## config.mk

```make
export PLATFORM = sky130hd
export DESIGN_NAME = pg_susclk_ctrl
export DESIGN_NICKNAME = d
export VERILOG_FILES = /design/src/core/pg_pkg.sv /design/src/core/pg_sync2.sv /design/src/core/pg_susclk_ctrl.sv
export SDC_FILE = /design/constraint.sdc
export NUM_CORES = 1
export LEC_CHECK = 0
export BUFFER_PORTS_ARGS = -buffer_cell sky130_fd_sc_hd__buf_2
export CORE_MARGIN = 1.5
export CORE_UTILIZATION = 45
export DETAILED_ROUTE_END_ITERATION = 7
export GPL_TIMING_DRIVEN = 1
export PLACE_DENSITY = 0.78
export SLEW_MARGIN = 15
export SYNTH_ARGS = -nofsm -noshare
export SYNTH_HDL_FRONTEND = slang
export SYNTH_HIERARCHICAL = 1
export SYNTH_SLANG_ARGS = --single-unit
```

## constraint.sdc

```tcl
create_clock -name core_clk_i -period 4.4 [get_ports core_clk_i]
set_input_delay 0.44 -clock core_clk_i [delete_from_list [all_inputs] [get_ports core_clk_i]]
set_output_delay 0.44 -clock core_clk_i [all_outputs]
set_load 0.03 [all_outputs]
```

## src/core/pg_pkg.sv

```systemverilog
// package: constants for the suspend clock and power gating control block
package pg_pkg;
   // ********************************************************
   // register layout of common_clock_power_gating_config
   // ********************************************************
   localparam int unsigned      CFG_WIDTH       = 32;
   localparam logic [31:0]      CFG_RESET       = 32'h4880_0210;
   localparam int unsigned      MODE_MSB        = 15;
   localparam int unsigned      MODE_LSB        = 14;
   localparam int unsigned      CAL_SRC_SEL_BIT = 13;
   localparam int unsigned      LANE_B_EN_BIT   = 12;
   localparam int unsigned      CMN_B_EN_BIT    = 11;
   localparam int unsigned      GAON_EN_BIT     = 10;
   localparam int unsigned      PLL_HOLD_BIT    = 9;
   localparam int unsigned      CAL_GATE_DIS_BIT = 8;
   localparam int unsigned      LANE_A_EN_BIT   = 7;
   localparam int unsigned      CMN_A_EN_BIT    = 6;
   localparam int unsigned      DIG_EN_BIT      = 5;
   localparam int unsigned      DELAY_MSB       = 4;
   localparam int unsigned      DELAY_LSB       = 0;
   localparam int unsigned      DELAY_WIDTH     = 5;
   // bits that software can set; bit 13 never stores a one
   localparam logic [31:0]      CFG_WR_MASK     = 32'hFFFF_DFFF;

   // ********************************************************
   // power gate enable vector order
   // ********************************************************
   localparam int unsigned      PG_NUM          = 6;
   localparam int unsigned      PG_DIG          = 0;
   localparam int unsigned      PG_CMN_A        = 1;
   localparam int unsigned      PG_LANE_A       = 2;
   localparam int unsigned      PG_GAON         = 3;
   localparam int unsigned      PG_CMN_B        = 4;
   localparam int unsigned      PG_LANE_B       = 5;

   // ********************************************************
   // gating modes and power states
   // ********************************************************
   localparam logic [1:0]       MODE_FORCED     = 2'h0;
   localparam logic [1:0]       MODE_REQ_ONLY   = 2'h1;
   localparam logic [1:0]       MODE_GATE_ONLY  = 2'h2;
   localparam logic [1:0]       MODE_GATE_REQ   = 2'h3;
   localparam logic [2:0]       PS_GATE_LOW     = 3'h3;
   localparam int unsigned      REQ_NUM         = 4;
   localparam int unsigned      SYNC_WIDTH      = 8;
endpackage

```

## src/core/pg_sync2.sv

```systemverilog
// two flip-flop level synchroniser for signals from outside the clock
`timescale 1ns/1ns
`default_nettype none
module pg_sync2 #(
   parameter int unsigned WIDTH = 8
) (
   input  wire logic             core_clk_i,
   input  wire logic             rst_b_i,
   input  wire logic [WIDTH-1:0] async_i,
   output logic      [WIDTH-1:0] sync_o
);
   // ********************************************************
   // state: first stage feeds only the second stage
   // ********************************************************
   typedef struct packed {
      logic [WIDTH-1:0] meta;
      logic [WIDTH-1:0] safe;
   } pg_sync_state_t;

   pg_sync_state_t st_ff;    // registered state
   pg_sync_state_t nxt_st;   // next state

   // shift the stages
   always_comb begin
      nxt_st      = st_ff;
      nxt_st.meta = async_i;
      nxt_st.safe = st_ff.meta;
   end

   // constant reset, stages clear
   always_ff @(posedge core_clk_i or negedge rst_b_i) begin
      if (!rst_b_i) begin
         st_ff <= '0;
      end else begin
         st_ff <= nxt_st;
      end
   end

   assign sync_o = st_ff.safe;
endmodule
`default_nettype wire

```

## src/core/pg_susclk_ctrl.sv

```systemverilog
// suspend clock gating, clock request and power gating control
`timescale 1ns/1ns
`default_nettype none
//Function
// - mode 00: never gate, request high
// - mode 01: never gate, request follows need
// - mode 10: gate idle states 3-7, request high
// - mode 11: gate idle states 3-7, request follows
// - hold clock delay-field cycles after requests
// - calibration clock gated unless disable bit
// - pll hold keeps common B powered
// - lane B, common B, gaon enables
// - lane A, common A, digital enables
// - io manager override replaces software enables
// - calibration source select reads zero
module pg_susclk_ctrl #(
   parameter int unsigned REQ_NUM = pg_pkg::REQ_NUM
) (
   input  wire logic                       core_clk_i,
   input  wire logic                       rst_b_i,
   input  wire logic                       cfg_wr_en_i,
   input  wire logic [31:0]                cfg_wr_data_i,
   output logic      [31:0]                cfg_rd_data_o,
   input  wire logic [REQ_NUM-1:0]         susclk_req_i,
   input  wire logic [2:0]                 power_state_i,
   input  wire logic                       pll_number_one_en_i,
   input  wire logic                       io_manager_ovr_valid_i,
   input  wire logic [pg_pkg::PG_NUM-1:0]  io_manager_pg_en_i,
   output logic                            susclk_run_o,
   output logic                            clock_request_out_o,
   output logic                            calclk_gate_en_o,
   output logic      [pg_pkg::PG_NUM-1:0]  power_gate_en_o
);
   // ********************************************************
   // state of the block
   // ********************************************************
   typedef struct packed {
      logic [31:0]                       cfg;      // config register
      logic [pg_pkg::DELAY_WIDTH-1:0]    cnt;      // hold countdown
      logic                              run;      // clock enable out
      logic                              req_out;  // request out
      logic                              cal_gate; // cal gating allowed
      logic [pg_pkg::PG_NUM-1:0]         pg_en;    // domain enables
   } pg_ctrl_state_t;

   pg_ctrl_state_t                 st_ff;     // registered state
   pg_ctrl_state_t                 nxt_st;    // next state
   logic [pg_pkg::SYNC_WIDTH-1:0]  raw_in;    // pin level inputs
   logic [pg_pkg::SYNC_WIDTH-1:0]  sync_in;   // synchronised copies
   logic                           pll_s;     // pll one enabled
   logic                           ovr_s;     // override active
   logic [pg_pkg::PG_NUM-1:0]      ovr_en_s;  // override values
   logic                           need;      // any request present
   logic [1:0]                     mode;      // gating mode field
   logic                           in_ps;     // power state 3..7
   logic [pg_pkg::PG_NUM-1:0]      sw_en;     // software enables
   logic [pg_pkg::PG_NUM-1:0]      eff_en;    // chosen enables

   // ********************************************************
   // pin inputs cross in through two flops
   // ********************************************************
   assign raw_in = {io_manager_pg_en_i, io_manager_ovr_valid_i,
                    pll_number_one_en_i};

   pg_sync2 #(
      .WIDTH (pg_pkg::SYNC_WIDTH)
   ) u_sync (
      .core_clk_i (core_clk_i),
      .rst_b_i    (rst_b_i),
      .async_i    (raw_in),
      .sync_o     (sync_in)
   );

   assign pll_s    = sync_in[0];
   assign ovr_s    = sync_in[1];
   assign ovr_en_s = sync_in[pg_pkg::SYNC_WIDTH-1:2];

   // ********************************************************
   // decode
   // ********************************************************
   assign need  = |susclk_req_i;
   assign mode  = st_ff.cfg[pg_pkg::MODE_MSB:pg_pkg::MODE_LSB];
   // states above two are the deep ones where gating may happen
   assign in_ps = (power_state_i >= pg_pkg::PS_GATE_LOW);

   // software view of the six domain enables
   always_comb begin
      sw_en                    = '0;
      sw_en[pg_pkg::PG_DIG]    = st_ff.cfg[pg_pkg::DIG_EN_BIT];
      sw_en[pg_pkg::PG_CMN_A]  = st_ff.cfg[pg_pkg::CMN_A_EN_BIT];
      sw_en[pg_pkg::PG_LANE_A] = st_ff.cfg[pg_pkg::LANE_A_EN_BIT];
      sw_en[pg_pkg::PG_GAON]   = st_ff.cfg[pg_pkg::GAON_EN_BIT];
      sw_en[pg_pkg::PG_CMN_B]  = st_ff.cfg[pg_pkg::CMN_B_EN_BIT];
      sw_en[pg_pkg::PG_LANE_B] = st_ff.cfg[pg_pkg::LANE_B_EN_BIT];
   end

   // override wins over software while the manager holds it
   assign eff_en = ovr_s ? ovr_en_s : sw_en;

   // ********************************************************
   // next state
   // ********************************************************
   always_comb begin
      nxt_st = st_ff;
      // register write; source select never stores a one
      if (cfg_wr_en_i) begin
         nxt_st.cfg = cfg_wr_data_i & pg_pkg::CFG_WR_MASK;
      end
      // countdown reloads while any request stands, so a request
      // arriving mid countdown cancels it and restarts in full
      if (need) begin
         nxt_st.cnt = st_ff.cfg[pg_pkg::DELAY_MSB:
                                pg_pkg::DELAY_LSB];
      end else if (st_ff.cnt != '0) begin
         nxt_st.cnt = st_ff.cnt - 1'b1;
      end
      // clock enable and request per mode
      case (mode)
         pg_pkg::MODE_FORCED: begin
            nxt_st.run     = 1'b1;
            nxt_st.req_out = 1'b1;
         end
         pg_pkg::MODE_REQ_ONLY: begin
            nxt_st.run     = 1'b1;
            nxt_st.req_out = need || (st_ff.cnt != '0);
         end
         pg_pkg::MODE_GATE_ONLY: begin
            nxt_st.run     = !in_ps || need || (st_ff.cnt != '0);
            nxt_st.req_out = 1'b1;
         end
         pg_pkg::MODE_GATE_REQ: begin
            nxt_st.run     = !in_ps || need || (st_ff.cnt != '0);
            nxt_st.req_out = need || (st_ff.cnt != '0);
         end
         default: begin
            nxt_st.run     = 1'b1;
            nxt_st.req_out = 1'b1;
         end
      endcase
      // calibration clock may be gated only while disable is clear
      nxt_st.cal_gate = !st_ff.cfg[pg_pkg::CAL_GATE_DIS_BIT];
      // common B must stay powered while pll one runs, if held
      nxt_st.pg_en = eff_en;
      if (st_ff.cfg[pg_pkg::PLL_HOLD_BIT] && pll_s) begin
         nxt_st.pg_en[pg_pkg::PG_CMN_B] = 1'b0;
      end
   end

   // ********************************************************
   // registers: reset leaves the clock running and request high
   // ********************************************************
   always_ff @(posedge core_clk_i or negedge rst_b_i) begin
      if (!rst_b_i) begin
         st_ff          <= '0;
         st_ff.cfg      <= pg_pkg::CFG_RESET;
         st_ff.run      <= 1'b1;
         st_ff.req_out  <= 1'b1;
      end else begin
         st_ff <= nxt_st;
      end
   end

   assign cfg_rd_data_o       = st_ff.cfg;
   assign susclk_run_o        = st_ff.run;
   assign clock_request_out_o = st_ff.req_out;
   assign calclk_gate_en_o    = st_ff.cal_gate;
   assign power_gate_en_o     = st_ff.pg_en;
endmodule
`default_nettype wire

```

# Word-level counts from Yosys, hierarchy flattened
# Cells that the tools add are included.
# W data, S select, Z words.
[word_totals]
ff_bits = 61
elab_cells = 28
inputBits = 50
output_inout_bits = 41
[classes]
reduce_logical = 10
order_cmp = 1
n_eq_ne = 3
mux = 5
n_addsub = 1
[op_table]
columns = ["cell", "n"]
rows = [
  ["$mux W5", 2],
  ["$pmux W2 S4", 1],
  ["$mux W6", 1],
  ["$reduce_bool A5 Y1", 1],
  ["$sub A5 B1 Y5 const B", 1],
  ["$eq A2 B2 Y1 const B", 2],
  ["$reduce_or A4 Y1", 1],
  ["$ge A3 B2 Y1 const B", 1],
  ["$logic_or A1 B1 Y1", 3],
  ["$eq A2 B1 Y1 const B", 1],
  ["$logic_not A1 Y1", 2],
  ["$logic_not A2 Y1", 1],
  ["$reduce_bool A2 Y1", 1],
  ["$logic_and A1 B1 Y1", 1],
  ["$mux W1", 1],
]

# Longest topological paths before layout
# Gate-level depths: netlist of run 1.
[depth]
depth_word = 5
ltp_mapped = 6
mapped_depth_nobuf = 5

# Hierarchy
# Netlist of run 1, hierarchy kept.
[by_module_without_submodules]
columns = ["mod", "cells_each", "instances", "area_each_um2", "seq_area_each_um2"]
rows = [
  ["pg_susclk_ctrl", 157, 1, 2040.7, 1134.8],
  ["pg_sync2", 16, 1, 400.4, 400.4],
]

# Worst setup path after synthesis of run 1
# No wires, ideal clock.
[synth_path]
path_kind = "register to register"
from = "register st_ff[9] in the netlist's numbering"
to = "register st_ff[10] in the netlist's numbering"
setup_time_ps = 128
t_required_ps = 4272
synth_period_minus_slack_ps = 1679
arrival_ps = 1551
path_slack_ps = 2721
path_stages_with_launch = 7
path_buffers = 1
path_cell_list = "dfrtp_1 inv_1 ha_1 or4b_1 buf_2 mux2i_1 mux2_1"
[synth_between]
elab_chain_len = 3
word_cells_on_any_way = 5
cone_classes = "1 x add/sub; 2 x mux; 2 x reduce/logical"
[synth_rtl]
columns = ["item", "line", "source"]
rows = [
  ["start, declared", "pg_susclk_ctrl.sv:46", "pg_ctrl_state_t st_ff;"],
  ["start signal, assigned", "pg_susclk_ctrl.sv:159", "st_ff <= nxt_st;"],
  ["$sub A5 B1 Y5", "pg_susclk_ctrl.sv:115", "nxt_st.cnt = st_ff.cnt - 1'b1;"],
  ["$mux W5", "pg_susclk_ctrl.sv:114", "end else if (st_ff.cnt != '0) begin"],
  ["$mux W5", "pg_susclk_ctrl.sv:111", "if (need) begin"],
]
# Parallel ways exist; a longest one is shown, timed or not. The select of a mux whose other input is x is not followed.
# A chain may end at the register's enable or synchronous reset.

# Worst setup path in the final report of run 1
# Ends and elaborated chain as after synthesis.

==> impl_results.md, run 1 <==
* Final setup violation count at 0
* Final Wtd Congestion at 0.641
* Crit path max fanout at 4
* Worst IR drop on VDD at 0.000349 V
* Remaining DRCs at 0
* Lkg Pwr at between 1 and 1.5 nW
* Initial core utilization at 0.472
* Accumulated negative setup slack at 0 ns
* RR Startpoint: st_ff[9]
* Core area at 5170 um2
* Vias/cell at 4.58
* Synth Net Count at 224
* Sink Count at 61
* Area occupied by multi-input gates at 577 um2
* CP arrival at 1.99 ns
* Final Hold Vio Count at 0
* DRT Wirelength at 3740 um
* Startpoint Class: flop
* CTS root buf: clkbuf_8
* Total gr overflow at 0
* Max cap viols at 0
* Final nets at 279
* Share of layout cells above drive strength 1 at 0.472
* Antenna Nets Post-Route at 0
* Vias in the first global route at approximately 1500
* FF+latch area at 1540 um2
* # port buffers at 88
* ANT cells at 0
* Cell variety after synth at 22
* Largest stage delay, worst path at 0.57 ns
* DR vias at 1387
* Maximum number of pins on one net before global-route repair at 62
* PnR worst setup slack at 2.62 ns
* Synth top area cells: dfrtp_1 55%, mux2_1 17%, buf_4 12%
* Ys async rst share at 1.00
* Detailed-router iteration count before antenna repair at 4
* Syn avg cell area at between 10 and 15 um2
* Status: completed
* Pins over their slew limit at 0
* Worst Tran Pin Value at 0.744 ns
* DRT iter0 DRCs at 39
* Hold_buf cts at 0
* Initial antenna violation count at 0
* Total CTS buffers at 9
* CP required at 4.61 ns
* Postcts setup bufs at 0
* Setup crit end kind: flop
* Die Footprint at ~5900 um2
* Number of synthesized flops with an enable pin at 0
* Relative max-transition margin at 0.504
* Hold Crit Class: input port to flop
* Critical Path Sink: st_ff[10]
* Clk buf depth at 2
* Cell Area, Synth at between 2000 and 2500 um2
* Final Power at roughly 1.3 mW
* Fmax achieved at 0.561 GHz
* Post-synth top area cell: dfrtp_1
* Layout Skew at 0.00473 ns
* Slowest-stage cell, CP: or4b_1
* H-tree Lvls at 3
* Later-pin clock latency in the skew report at 0.33 ns
* Post-Place Worst Slack at 2.62 ns
* Die width at 76.7 um
* Mapped Cells at roughly 170
* Crit path from: st_ff[9]
* Main flop type after synthesis: dfrtp_1
* DR WL/cell at around 12 um
* Power per Cell Area at 453 nW/um2
* Area growth, synth to finish at 16.5%
* Final worst path period need at 1.78 ns
* Chip height at 76.7 um
* Final period util at 0.405
* Overall routing resource usage at 0.145
* Worst R2R Path Depth at 5
* Ports at approximately 90
* Filler cell count at 442
* Global-route wire length before repair at ~6300 um
* CTS tree: yes
* Seq/Total Area, Yosys at 0.629
* FP Rows at 26
* R2R Path End: st_ff[10]
* Post-CTS Resized at 0
* Clock-pin slew on the worst setup and hold paths at 0.06 ns
* Top cell type's share of synthesized area at 0.554
* Register-to-Register Setup Slack at 2.62 ns
* Setup repair after global routing missed its margin: false
* Yosys reg bits at 61
* Critical path class: flop to flop
* Critical-path cell list: inv_1, ha_1, or4b_1, mux2i_1, mux2_1
* Yosys Warn Count at 6
* DPL Wire Length at 2620 um
## power breakdown
group | leakage [nW] | internal, mW | switching (mW) | total [mW]
Clock | 0.0931 | 0.259 | 0.198 | 0.456
Combinational | 0.582 | 0.0706 | 0.125 | 0.196
Sequential | 0.705 | 0.612 | 0.0243 | 0.637
Total | 1.38 | 0.942 | 0.347 | 1.29
## routing by layer
| metal | share of wire | global-route usage | up-vias |
|---|---|---|---|
| met2 | 0.50 | 0.238 | 63 |
| met5 | 0 | 0 | - |
| li1 | - | - | 638 |
| met3 | 0.079 | 0.0893 | 5 |
| met4 | 0.0078 | 0.0444 | 0 |
| met1 | 0.41 | 0.154 | 681 |
## worst min path at each step
stage / start / endpoint / cells after the start
global route: pll_number_one_en_i / u_sync/nxt_st[0] / 1
CTS: io_manager_pg_en_i[0] / u_sync/nxt_st[2] / 1
finish: io_manager_pg_en_i[0] / u_sync/nxt_st[2] / 1
floorplan: rst_b_i / calclk_gate_en_o / 0
global placement: u_sync/nxt_st[1] / u_sync/sync_o[1] / 0
detailed placement: u_sync/nxt_st[4] / u_sync/sync_o[4] / 0
## layout make-up
cell class | count | area share
Sequential cell | 61 | 0.540
Multi-Input combinational cell | 64 | 0.203
Timing Repair Buffer | 89 | 0.158
Clock buffer | 11 | 0.0462
Tap cell | 70 | 0.0308
Clock inverter | 5 | 0.0185
Inverter | 3 | 0.00396
## per-stage QoR
stage	instance area, um2	instances	hold WS (ns)	util
2_1_floorplan	2440	173	0.144	-
3_3_place_gp	2660	287	0.334	0.514
3_5_place_dp	2660	287	0.335	0.514
4_1_cts	2840	303	0.188	0.550
5_1_grt	2840	303	0.179	0.550
6_report	2840	303	0.214	0.550
## flip-flops by register name, summed over array words and instances, names as in the netlist
| register | cells |
|---|---|
| u_sync/sync_o | 8 |
| calclk_gate_en_o | 1 |
| clock_request_out_o | 1 |
| cfg_rd_data_o | 31 |
| u_sync/nxt_st | 8 |
| st_ff | 5 |
| susclk_run_o | 1 |
| power_gate_en_o | 6 |
## cell usage in the layout (no fill, tap or decap), drive strengths merged
cell type  synthesis  final
xnor2              3      3
bufinv             0      1
nor2               1      1
nor3               1      1
mux2i              2      2
dfrtp             54     54
or4                1      1
buf               43     89
ha                 1      1
inv                3      3
dfstp              7      7
or4b               1      1
nand2b             2      2
clkinv             0      3
o21ai              6      6
clkinvlp           0      1
mux2              36     36
nand3              1      1
clkbuf             2     11
conb               1      1
nand2              6      6
a21oi              1      1
a21o               1      1
## synth_stat cells, drive strengths merged, types with 2 or more instances
| cell type | n |
|---|---|
| dfrtp | 54 |
| buf | 43 |
| mux2 | 36 |
| dfstp | 7 |
| nand2 | 6 |
| o21ai | 6 |
| inv | 3 |
| xnor2 | 3 |
| clkbuf | 2 |
| mux2i | 2 |
| nand2b | 2 |
## cells by family (layout without fill, tap and decap cells)
family / after synthesis / count (layout) / synth area share
compound gates: 8 / 8 / 0.0174
xor+xnor: 3 / 3 / 0.0108
fa+ha+maj: 1 / 1 / 0.00512
buf+inv: 48 / 108 / 0.135
flops: 61 / 61 / 0.629
mux: 38 / 38 / 0.174
other cells: 1 / 1 / 0.00154
simple gates: 13 / 13 / 0.0272
## critical path, delay by kind of cell (launching register included)
family | cells | cell delay [ns]
simple gates | 1 | 0.57
mux | 2 | 0.44
flops | 1 | 0.40
fa+ha+maj | 1 | 0.19
buf+inv | 1 | 0.07
No activity file was read; power rests on OpenSTA's default activity.
==> run 2, diff against run 1 <==
- CORE_UTILIZATION: 45 -> 44
- PLACE_DENSITY: 0.78 -> 0.79
- clock period: 4.4 -> 1.5 ns (I/O delays scaled with it)
==> impl_results.md, run 2 (synthesis results as in run 1) <==
* Status: complete, but fails checks
* Failing checks: negative setup slack
* Overall routing resource usage at 0.147 (+0.00240)
* CTS root buf: clkbuf_8
* FP Rows at 26 (unchanged)
* Hold path depth at 2 (+1)
* # port buffers at 88 (unchanged)
* Ports at 91 (unchanged)
* Vias in the first global route at 1519 (+4.5%)
* Detailed-router iteration count before antenna repair at 4 (unchanged)
* Hold_sp: cfg_wr_data_i[11]
* Hold slack at 0.0384 ns (-0.176 ns)
* CP arrival at 1.79 ns (-0.20 ns)
* Final nets at 299 (+7.2%)
* Crit path max fanout at 2 (-2)
* Initial antenna violation count at 0 (unchanged)
* Die Footprint at 6000 um2 (+2.2%)
* Critical path class: flop to flop
* Max FFs per register at 31 (unchanged)
* Die width at 77.5 um (+1.1%)
* Crit path from: st_ff[10]
* DRT iter0 DRCs at 28 (-28%)
* H-tree Lvls at 3 (unchanged)
* Final instance area at 3100 um2 (+9.2%)
* FF+latch area at 1540 um2 (unchanged)
* CP required at 1.70 ns (-2.91 ns)
* Remaining DRCs at 0 (unchanged)
* Sink Count at 61 (unchanged)
* CTS tree: yes
* Lkg Pwr at 1.50 nW (+8.9%)
* Commonest non-fill, non-tap cell in the layout: buf_2
* Power per Cell Area at 1330 nW/um2 (+190%)
* DR WL/cell at 12.7 um (+2.8%)
* Core area at 5240 um2 (+1.3%)
* Worst IR drop on VDD at 0.000852 V (+140%)
* Startpoint Class: flop
* Later-pin clock latency in the skew report at 0.32 ns (about the same)
* Setup crit end kind: flop
* Clk buf depth at 2 (unchanged)
* RR Startpoint: st_ff[10]
* Area growth, synth to finish at 27.1%
* Worst R2R Path Depth at 5 (unchanged)
* Vias/cell at 4.50 (-1.7%)
* Fmax achieved at 0.630 GHz (+12%)
* Area occupied by multi-input gates at 599 um2 (+3.9%)
* Final Wtd Congestion at 0.811 (+27%)
* Final Hold Vio Count at 0 (unchanged)
* Share of layout cells above drive strength 1 at 0.510 (+0.0378)
* Hold Crit Class: input port to flop
* Total CTS buffers at 9 (unchanged)
* Clock-pin slew on the worst setup and hold paths at 0.07 ns (about the same)
* Filler cell count at 432 (-2.3%)
* Pins over their slew limit at 0 (unchanged)
* DR vias at 1453 (+4.8%)
* Final period util at 1.06 (+0.653)
* PnR worst setup slack at -0.0870 ns (-2.70 ns)
* ANT cells at 0 (unchanged)
* Initial core utilization at 0.466 (-0.00586)
* Maximum number of pins on one net before global-route repair at 62 (unchanged)
* DRT Wirelength at 4100 um (+9.5%)
* Chip height at 77.5 um (+1.1%)
* DPL Wire Length at 2740 um (+4.5%)
* Total gr overflow at 0 (unchanged)
* Final worst path period need at 1.59 ns (-0.195 ns)
* Global-route wire length before repair at 6670 um (+5.8%)
* Max cap viols at 0 (unchanged)
* Antenna Nets Post-Route at 0 (unchanged)
* Most frequent cells in the layout: 88 x buf_2, 54 x dfrtp_1, 35 x mux2_1
* Setup repair after global routing missed its margin: true
* DP Area at 2750 um2 (+3.4%)
* Layout Skew at 0.00521 ns (+0.000482 ns)
* Final setup violation count at 5 (+5)
run 2: changes by cell type in the layout (fill, tap and decap cells not counted), moves of 2 or more:
cell | before | now
buf_12 | 0 | 2
buf_4 | 1 | 10
clkbuf_1 | 2 | 0
dlygate4sd3_1 | 0 | 9
inv_1 | 3 | 1
inv_2 | 0 | 2
run 2: worst paths after layout:
kind	to	slack, ns
min in group asynchronous	cfg_rd_data_o[15]	0.36
worst min-delay path	cfg_rd_data_o[11]	0.04
worst max-delay path	st_ff[10]	-0.09
max in group asynchronous	cfg_rd_data_o[27]	0.83
worst min register to register	u_sync/sync_o[2]	0.35
worst max register to register	st_ff[10]	-0.09
run 2: repair_timing:
action                                 CTS  global route
setup buffers                            2             1
cloned                                   0             0
hold buffers                             9             0
endpoints found under the hold margin   62             0
pin swaps                                1             0
setup endpoints to repair                6             6
gates resized for setup                  4             1
run 2: layout make-up:
class,count,area share
Sequential cell,61,0.495
Timing Repair Buffer,109,0.208
Multi-Input combinational cell,64,0.193
Clock buffer,10,0.0444
Tap cell,70,0.0282
Clock inverter,6,0.0278
Inverter,3,0.00363
run 2: stage by stage:
step	total power, mW	cells	setup slack (ns)	utilization	TNS, ns
global route	4.30	323	-0.132	0.592	-0.512
CTS	4.18	322	-0.0783	0.591	-0.197
global placement	2.50	295	-0.0895	0.525	-0.201
detailed placement	2.52	295	-0.138	0.525	-0.535
floorplan	2.40	173	-0.165	-	-0.165
finish	4.12	323	-0.0870	0.592	-0.201
run 2: power by group:
part	switching, mW	internal, mW	leakage (nW)	total, mW
clock	0.614	0.977	0.112	1.59
combinational	0.394	0.273	0.686	0.666
sequential	0.0698	1.80	0.705	1.87
total	1.08	3.05	1.50	4.12
run 2: routing by layer:
layer / GRT usage / vias to the layer above / share of wire / wire (um)
met1: 0.168 / 700 / 0.42 / 1710
met5: 0 / - / 0 / 0
met4: 0.0764 / 0 / 0.017 / 69
met3: 0.0482 / 11 / 0.071 / 289
met2: 0.246 / 62 / 0.49 / 2030
li1: - / 680 / - / -
run 2: worst max-delay path: stages, from the launching register on:
cell and delay [ns]:
dfrtp_1 0.40, inv_2 0.09, ha_4 0.13, or4b_4 0.46, mux2i_1 0.13, mux2_4 0.26
